<file path="src/hw/pipe_lane_regs.svh">
// Constants for the lane coding layer: timing counts, symbols and buffer levels.
`ifndef PIPE_LANE_REGS_SVH
`define PIPE_LANE_REGS_SVH

// Interface clock rate in MHz.
`define CLK_MHZ 125
// Time the receiver detect pulse is held on the attachment, in ns.
`define DETECT_TIME_NS 1000
// Detect time in clock cycles, rounded up.
`define DETECT_CYCLES ((`DETECT_TIME_NS * `CLK_MHZ + 999) / 1000)
// Skip character payload, sent as a control symbol.
`define SKIP_BYTE 8'h1C
// Buffer depths and the elastic buffer watermarks.
`define TXQ_DEPTH 16
`define EB_DEPTH 16
`define EB_HIGH 5'h0C
`define EB_LOW 5'h04
// Index of the last byte of a word with and without the fifth byte.
`define LAST_BYTE_SOFT 3'h4
`define LAST_BYTE_HARD 3'h3

`endif

</file>
<file path="src/hw/pipe_lane_pkg.sv">
// Types shared by the lane coding layer.
package pipe_lane_pkg;
    typedef enum logic [1:0] {
        PWR_P0 = 2'b00,
        PWR_P0S = 2'b01,
        PWR_P1 = 2'b10,
        PWR_P2 = 2'b11
    } power_state_e;
    typedef enum logic {
        TX_IDLE = 1'b0,
        TX_SEND = 1'b1
    } tx_state_e;
    typedef logic [9:0] symbol_t;
endpackage : pipe_lane_pkg

</file>
<file path="src/hw/pipe_pcs_lane.sv">
// One lane of the parallel-interface coding layer: 8b10b, elastic buffer, power control.
// Behaviour
// - All interface signals live on one clock.
// - Forty-bit word; hardened mode ignores top byte.
// - Bytes go lowest first, highest last.
// - Encode and decode bytes with 8b10b.
// - Elastic buffer adjusts by skip characters.
// - Translate power state, run detect and changes.
// - Detect input in P1 starts receiver detection.
// - Detect input in P0 enters loopback.
// - Compliance forces running disparity negative.
// - Compliance plus idle turns lane off.
// - Recovery reference selectable fabric or pin.
// - Two-bit select picks P0, P0s, P1, P2.
// - Idle input forces electrical idle always.
// - Polarity input inverts received data.
`timescale 1ns/1ns
`include "pipe_lane_regs.svh"
module pipe_pcs_lane
    import pipe_lane_pkg::*;
(
    // Clock and reset.
    input wire logic clk_i,
    input wire logic rstn_i,
    // Transmit words from the controller.
    input wire logic [39:0] tx_data_i,
    input wire logic [3:0] lane_tx_ctrl_flags_i,
    input wire logic tx_valid_i,
    output logic tx_ready_o,
    input wire logic soft_ctrl_mode_i,
    // Lane control from the controller.
    input wire logic [1:0] power_state_select_i,
    input wire logic tx_idle_force_i,
    input wire logic compliance_disparity_force_i,
    input wire logic lane_detect_or_loopback_i,
    input wire logic rx_polarity_flip_i,
    input wire logic lane_recovery_ref_from_fabric_i,
    // Status to the controller.
    output logic phy_status_o,
    output logic receiver_detected_o,
    output logic loopback_active_o,
    // Attachment side.
    output symbol_t tx_symbol_o,
    output logic tx_symbol_valid_o,
    output logic tx_elec_idle_o,
    output logic lane_off_o,
    output logic [1:0] pma_power_o,
    output logic cdr_ref_from_fabric_o,
    output logic pma_detect_en_o,
    input wire logic pma_rx_present_i,
    input wire logic [9:0] rx_symbol_i,
    input wire logic rx_symbol_valid_i,
    // Received bytes to the controller.
    output logic [7:0] rx_data_o,
    output logic rx_ctrl_flag_o,
    output logic rx_code_err_o,
    output logic rx_valid_o,
    input wire logic rx_ready_i
);
    localparam logic [7:0] DET_LOAD = 8'(`DETECT_CYCLES - 1);
    localparam int DET_MAX = 140;

    // 5b/6b code for the negative running disparity column.
    function automatic logic [5:0] code6(input logic [4:0] x);
        case (x)
            5'h00: code6 = 6'b100111; 5'h01: code6 = 6'b011101;
            5'h02: code6 = 6'b101101; 5'h03: code6 = 6'b110001;
            5'h04: code6 = 6'b110101; 5'h05: code6 = 6'b101001;
            5'h06: code6 = 6'b011001; 5'h07: code6 = 6'b111000;
            5'h08: code6 = 6'b111001; 5'h09: code6 = 6'b100101;
            5'h0A: code6 = 6'b010101; 5'h0B: code6 = 6'b110100;
            5'h0C: code6 = 6'b001101; 5'h0D: code6 = 6'b101100;
            5'h0E: code6 = 6'b011100; 5'h0F: code6 = 6'b010111;
            5'h10: code6 = 6'b011011; 5'h11: code6 = 6'b100011;
            5'h12: code6 = 6'b010011; 5'h13: code6 = 6'b110010;
            5'h14: code6 = 6'b001011; 5'h15: code6 = 6'b101010;
            5'h16: code6 = 6'b011010; 5'h17: code6 = 6'b111010;
            5'h18: code6 = 6'b110011; 5'h19: code6 = 6'b100110;
            5'h1A: code6 = 6'b010110; 5'h1B: code6 = 6'b110110;
            5'h1C: code6 = 6'b001110; 5'h1D: code6 = 6'b101110;
            5'h1E: code6 = 6'b011110; 5'h1F: code6 = 6'b101011;
            default: code6 = 6'b000000;
        endcase
    endfunction : code6

    // 3b/4b code for the negative column; code 7 is the primary form.
    function automatic logic [3:0] code4(input logic [2:0] y);
        case (y)
            3'h0: code4 = 4'b1011; 3'h1: code4 = 4'b1001;
            3'h2: code4 = 4'b0101; 3'h3: code4 = 4'b1100;
            3'h4: code4 = 4'b1101; 3'h5: code4 = 4'b1010;
            3'h6: code4 = 4'b0110; 3'h7: code4 = 4'b1110;
            default: code4 = 4'b0000;
        endcase
    endfunction : code4

    // Returns {running disparity after, abcdei, fghj}; rd high means positive.
    function automatic logic [10:0] enc8b10b(input logic [7:0] b, input logic k,
                                             input logic rd);
        logic [5:0] s6;
        logic [3:0] s4;
        logic rd1;
        logic alt;
        logic k28;
        k28 = k && (b[4:0] == 5'h1C);
        s6 = k28 ? 6'b001111 : code6(b[4:0]);
        if (rd && (($countones(s6) != 3) || (b[4:0] == 5'h07))) begin
            s6 = ~s6;
        end
        rd1 = ($countones(s6) != 3) ? ~rd : rd;
        alt = (b[7:5] == 3'h7) && (k || (!rd1 && (b[4:0] inside {5'h11, 5'h12, 5'h14}))
              || (rd1 && (b[4:0] inside {5'h0B, 5'h0D, 5'h0E})));
        s4 = alt ? 4'b0111 : code4(b[7:5]);
        if (rd1 && (($countones(s4) != 2) || (b[7:5] == 3'h3))) begin
            s4 = ~s4;
        end
        if (k28 && !rd1 && (b[7:5] inside {3'h1, 3'h2, 3'h5, 3'h6})) begin
            s4 = ~s4;
        end
        enc8b10b = {(($countones(s4) != 2) ? ~rd1 : rd1), s6, s4};
    endfunction : enc8b10b

    // Returns {code error, control, byte}; accepts either disparity column.
    function automatic logic [9:0] dec8b10b(input logic [9:0] sym);
        logic [9:0] r;
        logic [10:0] c;
        r = 10'h200;
        // Walk downward so that a data reading beats a control reading.
        for (int i = 511; i >= 0; i--) begin
            for (int p = 0; p < 2; p++) begin
                c = enc8b10b(8'(i), i[8], p[0]);
                if (c[9:0] == sym) begin
                    r = {1'b0, i[8], 8'(i)};
                end
            end
        end
        dec8b10b = r;
    endfunction : dec8b10b

    power_state_e pstate;
    logic lane_off_req;
    logic tx_enable;
    logic q_valid;
    logic q_ready;
    logic [44:0] q_data;
    tx_state_e tx_state;
    logic [44:0] word;
    logic [2:0] idx;
    logic last_byte;
    logic [3:0] kflags;
    logic [7:0] cur_byte;
    logic cur_k;
    logic [10:0] enc;
    logic rd;
    logic comp_q;

    // The select is taken as-is; every input here is already on clk_i.
    assign pstate = power_state_e'(power_state_select_i);
    assign lane_off_req = compliance_disparity_force_i && tx_idle_force_i;
    // Words move only in P0, out of idle and out of loopback; else the queue backs up.
    assign tx_enable = (pstate == PWR_P0) && !tx_idle_force_i && !lane_off_req
                       && !loopback_active_o;

    // Power translation and idle control are registered so the attachment sees clean levels.
    always_ff @(posedge clk_i or negedge rstn_i) begin
        if (!rstn_i) begin
            lane_off_o <= 1'b0;
            tx_elec_idle_o <= 1'b1;
            pma_power_o <= PWR_P1;
            cdr_ref_from_fabric_o <= 1'b0;
        end else begin
            lane_off_o <= lane_off_req;
            tx_elec_idle_o <= tx_idle_force_i || (pstate != PWR_P0) || lane_off_req;
            pma_power_o <= lane_off_req ? PWR_P2 : pstate;
            cdr_ref_from_fabric_o <= lane_recovery_ref_from_fabric_i;
        end
    end

    // Hardened mode zeroes the fifth byte so it can never reach the line.
    lane_fifo #(
        .WIDTH(45),
        .DEPTH(`TXQ_DEPTH)
    ) tx_queue (
        .clk_i(clk_i),
        .rstn_i(rstn_i),
        .in_valid_i(tx_valid_i),
        .in_ready_o(tx_ready_o),
        .in_data_i({soft_ctrl_mode_i, lane_tx_ctrl_flags_i,
                    soft_ctrl_mode_i ? tx_data_i[39:32] : 8'h00, tx_data_i[31:0]}),
        .out_valid_o(q_valid),
        .out_ready_i(q_ready),
        .out_data_o(q_data),
        .level_o()
    );

    // Current byte, lowest first; the fifth byte is always data.
    assign kflags = word[43:40];
    assign cur_byte = word[{idx, 3'b000} +: 8];
    assign cur_k = idx[2] ? 1'b0 : kflags[idx[1:0]];
    assign last_byte = (idx == (word[44] ? `LAST_BYTE_SOFT : `LAST_BYTE_HARD));
    assign enc = enc8b10b(cur_byte, cur_k, rd);
    assign q_ready = tx_enable && ((tx_state == TX_IDLE) || last_byte);

    // Word serializer: the next word loads in the cycle the last byte goes out.
    always_ff @(posedge clk_i or negedge rstn_i) begin
        if (!rstn_i) begin
            tx_state <= TX_IDLE;
            word <= '0;
            idx <= 3'h0;
        end else begin
            case (tx_state)
                TX_IDLE: begin
                    if (q_valid && q_ready) begin
                        word <= q_data;
                        idx <= 3'h0;
                        tx_state <= TX_SEND;
                    end
                end
                TX_SEND: begin
                    if (tx_enable && last_byte) begin
                        idx <= 3'h0;
                        if (q_valid) begin
                            word <= q_data;
                        end else begin
                            tx_state <= TX_IDLE;
                        end
                    end else if (tx_enable) begin
                        idx <= idx + 3'h1;
                    end
                end
                default: tx_state <= TX_IDLE;
            endcase
        end
    end

    // Running disparity; a rising compliance input resets it to negative.
    always_ff @(posedge clk_i or negedge rstn_i) begin
        if (!rstn_i) begin
            rd <= 1'b0;
            comp_q <= 1'b0;
        end else begin
            comp_q <= compliance_disparity_force_i;
            if (compliance_disparity_force_i && !comp_q) begin
                rd <= 1'b0;
            end else if ((tx_state == TX_SEND) && tx_enable) begin
                rd <= enc[10];
            end
        end
    end

    // Receive polarity is applied at the first register, before decoding.
    symbol_t rx_sym;
    logic rx_sym_v;
    always_ff @(posedge clk_i or negedge rstn_i) begin
        if (!rstn_i) begin
            rx_sym <= '0;
            rx_sym_v <= 1'b0;
        end else begin
            rx_sym <= rx_polarity_flip_i ? ~rx_symbol_i : rx_symbol_i;
            rx_sym_v <= rx_symbol_valid_i;
        end
    end

    // Transmit symbol; in loopback the received symbols go straight back out.
    always_ff @(posedge clk_i or negedge rstn_i) begin
        if (!rstn_i) begin
            tx_symbol_o <= '0;
            tx_symbol_valid_o <= 1'b0;
        end else if (loopback_active_o && !tx_idle_force_i) begin
            tx_symbol_o <= rx_sym;
            tx_symbol_valid_o <= rx_sym_v;
        end else if ((tx_state == TX_SEND) && tx_enable) begin
            tx_symbol_o <= enc[9:0];
            tx_symbol_valid_o <= 1'b1;
        end else begin
            tx_symbol_valid_o <= 1'b0;
        end
    end

    // Receiver detect and loopback share one input; the power state picks the meaning.
    logic pres_s1;
    logic pres_s2;
    logic det_req_q;
    logic det_start;
    logic [7:0] det_cnt;
    assign det_start = lane_detect_or_loopback_i && (pstate == PWR_P1) && !det_req_q
                       && !pma_detect_en_o;

    // Presence comes from the analog side, so it is synchronised first.
    always_ff @(posedge clk_i or negedge rstn_i) begin
        if (!rstn_i) begin
            pres_s1 <= 1'b0;
            pres_s2 <= 1'b0;
        end else begin
            pres_s1 <= pma_rx_present_i;
            pres_s2 <= pres_s1;
        end
    end

    // Detect runs a fixed time, then reports presence with a one-cycle status pulse.
    always_ff @(posedge clk_i or negedge rstn_i) begin
        if (!rstn_i) begin
            det_req_q <= 1'b0;
            det_cnt <= 8'h00;
            pma_detect_en_o <= 1'b0;
            phy_status_o <= 1'b0;
            receiver_detected_o <= 1'b0;
            loopback_active_o <= 1'b0;
        end else begin
            det_req_q <= lane_detect_or_loopback_i && (pstate == PWR_P1);
            loopback_active_o <= lane_detect_or_loopback_i && (pstate == PWR_P0);
            phy_status_o <= 1'b0;
            if (det_start) begin
                pma_detect_en_o <= 1'b1;
                det_cnt <= DET_LOAD;
            end else if (pma_detect_en_o && (det_cnt == 8'h00)) begin
                pma_detect_en_o <= 1'b0;
                receiver_detected_o <= pres_s2;
                phy_status_o <= 1'b1;
            end else if (pma_detect_en_o) begin
                det_cnt <= det_cnt - 8'h01;
            end
        end
    end

    // Elastic buffer: skips are dropped when near full and repeated when near empty.
    logic [9:0] dec;
    logic skip_in;
    logic eb_in_valid;
    logic eb_out_valid;
    logic eb_out_ready;
    logic [9:0] eb_out_data;
    logic [4:0] eb_level;
    logic head_skip;
    logic ins_now;
    logic ins_done;
    assign dec = dec8b10b(rx_sym);
    assign skip_in = !dec[9] && dec[8] && (dec[7:0] == `SKIP_BYTE);
    assign eb_in_valid = rx_sym_v && !(skip_in && (eb_level >= `EB_HIGH));
    assign head_skip = !eb_out_data[9] && eb_out_data[8] && (eb_out_data[7:0] == `SKIP_BYTE);
    assign ins_now = head_skip && (eb_level < `EB_LOW) && !ins_done;
    assign eb_out_ready = rx_ready_i && !ins_now;

    // The receive stream cannot be stalled, so an overflow past the full buffer depth is lost.
    lane_fifo #(
        .WIDTH(10),
        .DEPTH(`EB_DEPTH)
    ) elastic_buf (
        .clk_i(clk_i),
        .rstn_i(rstn_i),
        .in_valid_i(eb_in_valid),
        .in_ready_o(),
        .in_data_i(dec),
        .out_valid_o(eb_out_valid),
        .out_ready_i(eb_out_ready),
        .out_data_o(eb_out_data),
        .level_o(eb_level)
    );

    // One extra copy per skip at most, so a low level cannot stall the stream.
    always_ff @(posedge clk_i or negedge rstn_i) begin
        if (!rstn_i) begin
            ins_done <= 1'b0;
        end else if (eb_out_valid && rx_ready_i) begin
            ins_done <= ins_now;
        end
    end

    assign rx_valid_o = eb_out_valid;
    assign rx_data_o = eb_out_data[7:0];
    assign rx_ctrl_flag_o = eb_out_data[8];
    assign rx_code_err_o = eb_out_data[9];
endmodule : pipe_pcs_lane

</file>
<file path="src/hw/lane_fifo.sv">
// Flip-flop FIFO with valid and ready on both sides and a fill level.
`timescale 1ns/1ns
module lane_fifo #(
    parameter int WIDTH = 8,
    parameter int DEPTH = 16
) (
    // Clock and reset.
    input wire logic clk_i,
    input wire logic rstn_i,
    // Fill side.
    input wire logic in_valid_i,
    output logic in_ready_o,
    input wire logic [WIDTH-1:0] in_data_i,
    // Drain side.
    output logic out_valid_o,
    input wire logic out_ready_i,
    output logic [WIDTH-1:0] out_data_o,
    // Number of words held.
    output logic [$clog2(DEPTH):0] level_o
);
    localparam int AW = $clog2(DEPTH);
    logic [WIDTH-1:0] mem [DEPTH];
    logic [AW-1:0] wr_ptr;
    logic [AW-1:0] rd_ptr;
    logic push;
    logic pop;

    // Full and empty come straight from the level, so neither can lie.
    assign in_ready_o = (level_o != DEPTH[AW:0]);
    assign out_valid_o = (level_o != '0);
    assign out_data_o = mem[rd_ptr];
    assign push = in_valid_i && in_ready_o;
    assign pop = out_valid_o && out_ready_i;

    // Storage is written without reset; only the pointers and the level need a known value.
    always_ff @(posedge clk_i) begin
        if (push) begin
            mem[wr_ptr] <= in_data_i;
        end
    end

    // Pointers and level.
    always_ff @(posedge clk_i or negedge rstn_i) begin
        if (!rstn_i) begin
            wr_ptr <= '0;
            rd_ptr <= '0;
            level_o <= '0;
        end else begin
            if (push) begin
                wr_ptr <= wr_ptr + 1'b1;
            end
            if (pop) begin
                rd_ptr <= rd_ptr + 1'b1;
            end
            if (push && !pop) begin
                level_o <= level_o + 1'b1;
            end else if (pop && !push) begin
                level_o <= level_o - 1'b1;
            end
        end
    end
endmodule : lane_fifo

</file>
<file path="config.mk">
export PLATFORM = sky130hd
export DESIGN_NAME = pipe_pcs_lane
export DESIGN_NICKNAME = d
export VERILOG_FILES = /design/src/hw/pipe_lane_pkg.sv /design/src/hw/pipe_pcs_lane.sv /design/src/hw/lane_fifo.sv
export VERILOG_INCLUDE_DIRS = /design/src /design/src/hw
export SDC_FILE = /design/constraint.sdc
export NUM_CORES = 2
export LEC_CHECK = 0
export BUFFER_PORTS_ARGS = -buffer_cell sky130_fd_sc_hd__clkbuf_2
export CORE_MARGIN = 3
export CORE_UTILIZATION = 45
export DETAILED_ROUTE_END_ITERATION = 16
export PLACE_DENSITY = 0.66
export SLEW_MARGIN = 0
export SYNTH_ARGS = -nofsm -noshare
export SYNTH_HDL_FRONTEND = slang
export SYNTH_SLANG_ARGS = --single-unit
</file>
<file path="constraint.sdc">
create_clock -name clk_i -period 11.1 [get_ports clk_i]
set_input_delay 2.22 -clock clk_i [delete_from_list [all_inputs] [get_ports clk_i]]
set_output_delay 2.22 -clock clk_i [all_outputs]
set_load 0.01 [all_outputs]
</file>
==> flow_metrics.py <==
metrics = {
    "synth": {
        "syn-cell-area_mm2": 0.04826,
        "syn_area_per_cell_um2": 13.23,
        "synth_seq_cells": 1000,
        "ys_warn_count": 0,
        "ys_top_cells_by_area": "edfxtp_1, dfrtp_1, mux4_2, mux2i_1, nand2_1",
        "synth.most_common_cell": "edfxtp_1",
        "synthCells": 3649,
        "synth_top_area_share_pct": 54.75,
        "synth.distinct_cells": 96,
        "yosysSeqAreaShare_pct": 60.98,
        "synth_commonest_cells": "edfxtp_1, nand2_1, o21ai_0",
        "yosys.area.top_type": "edfxtp_1",
        "synth_nets": 3763,
        "synth_flop_cell": "edfxtp_1",
        "synth-edff-count": 880,
        "async_reset_ff_share_pct": 12.00,
    },
    "routing": {
        "drc": 0,
        "vias_per_cell": 6.692,
        "dr_total_vias": 34620,
        "first_pass_iters": 9,
        "wl_um": 179900,
        "drt_iter0_drc": 4883,
        "ant_nets": 0,
        "wire_per_inst_um": 34.78,
    },
    "power": {
        "swShare_pct": 36.23,
        "seqPwrFrac_pct": 36.6,
        "p_clk_share_pct": 24.6,
        "p_leak_nw": 17.95,
        "power.density_mw_per_mm2": 255.0,
        "p_sw_mw": 4.967,
        "internal-power_mw": 8.743,
        "share_comb_of_total_power_pct": 38.9,
        "vdd_drop_max_uv": 441.8,
    },
    "die": {
        "core_area_mm2": 0.1059,
        "placementRows": 119,
        "die_area_mm2": 0.1112,
        "ios": 100,
        "die_y_um": 333.5,
        "start_util_pct": 45.59,
        "dieWidth_um": 333.5,
    },
    "placement": {
        "dp_cells": 4981,
        "gp_congestion": 1.062,
        "port_buffers": 99,
        "pre_cts_ws_ps": 1507,
        "dp_hpwl_um": 112800,
    },
    "global_routing": {
        "antenna_found_initial": 8,
        "grt_max_degree": 93,
        "track_usage_pct": 31.85,
        "grt_pass1_wl_um": 254200,
        "grt_pass1_vias": 33250,
        "grt-ovfl-total": 0,
    },
    "sta": {
        "clock.fmax_mhz": 103.7,
        "setup_viol_count_final": 0,
        "setup_tns_ps": 0,
        "fin_ws_ps": 1459,
        "tightest_slew_ps": 1246,
        "fin_crit_ps": 9641,
        "final-hold-violation-count": 0,
        "drv_slew": 0,
        "finClkSkew_ps": 30.85,
        "fin_crit_sh_pct": 86.86,
        "hold-worst-slack_ps": 352.2,
        "rsz0062_at_grt": "no",
        "slew_headroom_pct": 16.14,
    },
    "setup_path": {
        "cpPeakStageDelay_ps": 760,
        "crit_type": "flop to flop",
        "cp_slowest_cell": "a22oi_1",
        "critPathCaptureType": "flop",
        "cp-start-kind": "flop",
        "cp_max_fo": 15,
        "cpMostUsedCell": "ha_1",
        "required_ps": 11660,
        "arrival_ps": 10200,
    },
    "cts": {
        "cts_tree": "done",
        "post_cts_resized": 0,
        "cts_setup_buffers": 0,
        "path_clk_slew_ps": 60,
        "numCtsBuffers": 100,
        "cts.sink_count": 1000,
        "cts_max_level": 3,
        "cts_buffer_depth": 3,
        "clk_latency_ps": 670,
        "root_buffer": "clkbuf_16",
        "cts-hold-fix-buffers": 0,
    },
    "final_layout": {
        "layout.nets": 3806,
        "finalNonFillerCells": 5173,
        "fin_util_pct": 50.79,
        "drive_above_1_share_pct": 17.70,
        "area_growth_pct": 11.41,
    },
    "worst_hold_path": {
        "hp-class": "flop to flop",
    },
    "flow_run": {
        "drv_cap": 0,
    },
    "status": {
        "status": "finished, final reports clean",
    },
}
[cells by family (layout without fill, tap and decap cells)]
| logic type | count (synthesis) | count (layout) | share of synthesized area [%] |
|---|---|---|---|
| compound gates | 901 | 901 | 12.26 |
| simple gates | 955 | 955 | 10.34 |
| mux | 358 | 358 | 10.74 |
| other cells | 0 | 3 | 0 |
| flops | 1000 | 1000 | 60.98 |
| buf+inv | 326 | 456 | 3.168 |
| fa+ha+maj | 47 | 47 | 1.322 |
| xor+xnor | 62 | 62 | 1.180 |
[sequential cells by signal, summed over array words and instances (netlist names), 2 cells and up]
register / count
elastic_buf.rd_ptr: 4
det_cnt: 8
tx_queue.wr_ptr: 4
tx_queue.level_o: 5
word: 45
tx_queue.rd_ptr: 4
tx_symbol_o: 10
tx_queue.mem: 720
pma_power_o: 2
idx: 3
elastic_buf.mem: 160
rx_sym: 10
elastic_buf.wr_ptr: 4
elastic_buf.level_o: 5
[final cells by class]
cell class | count | area, um^2
Multi-Input combinational cell | 2323 | 17570
Inverter | 34 | 127.6
Timing Repair Buffer | 233 | 1533
Clock buffer | 123 | 2734
Antenna cell | 3 | 7.507
Tap cell | 1391 | 1740
Clock inverter | 66 | 589.3
Sequential cell | 1000 | 29460
Fill cell | 9027 | 52100
[metal layers]
layer	part of all wire [%]	GRT usage, %	up-vias
met4	6.7	18.02	10
met3	8.8	6.665	531
met1	40	43.57	17660
li1	-	-	14490
met2	44	47.53	1924
met5	0.039	0	-
[power groups by stage]
stage               logic, mW  registers, mW  clock network [mW]
global placement         5.31           5.07                   0
finish                   5.33           5.01                3.37
CTS                      5.34           5.01                3.43
floorplan                3.86           4.88                   0
global route             5.83           5.06                3.59
detailed placement       5.30           5.08                   0
[cells in the final DEF (no fill, tap or decap), types with 101 or more instances in the layout]
| cell type | count |
|---|---|
| nand2_1 | 324 |
| o221ai_1 | 101 |
| clkbuf_16 | 104 |
| mux4_2 | 122 |
| buf_4 | 132 |
| mux2i_1 | 177 |
| dfrtp_1 | 107 |
| edfxtp_1 | 880 |
| nor2_1 | 135 |
| o21ai_0 | 240 |
| a21oi_1 | 198 |
[through the flow]
stage          cell area (um^2)  total power [mW]
6_report                  53770             13.71
5_1_grt                   53760             14.48
4_1_cts                   53760             13.77
3_5_place_dp              50440             10.39
3_3_place_gp              50440             10.38
2_1_floorplan             48260             8.731
[worst max-delay path: cells and delay by family (launching register included)]
family	cells	cell delay, ps
AOI/OAI and AO/OA	6	1450
xor gates and xnor gates	4	780
adders and majority gates	11	4050
buffers and inverters	2	90
DFF	1	720
muxes	1	430
and+or+nand+nor	11	2010
[final timing paths]
check	depth (start not counted)	slack, ps	end	from
min in group asynchronous	1	1520	rx_sym[2]	rstn_i
max in group asynchronous	2	8150	tx_queue.rd_ptr[0]	rstn_i
worst min register to register	0	350	pres_s2	pres_s1
worst min-delay path	0	350	pres_s2	pres_s1
worst max-delay path	35	1460	rd	idx[1]
worst max register to register	35	1460	rd	idx[1]
Power figures use the tool's default switching activity.
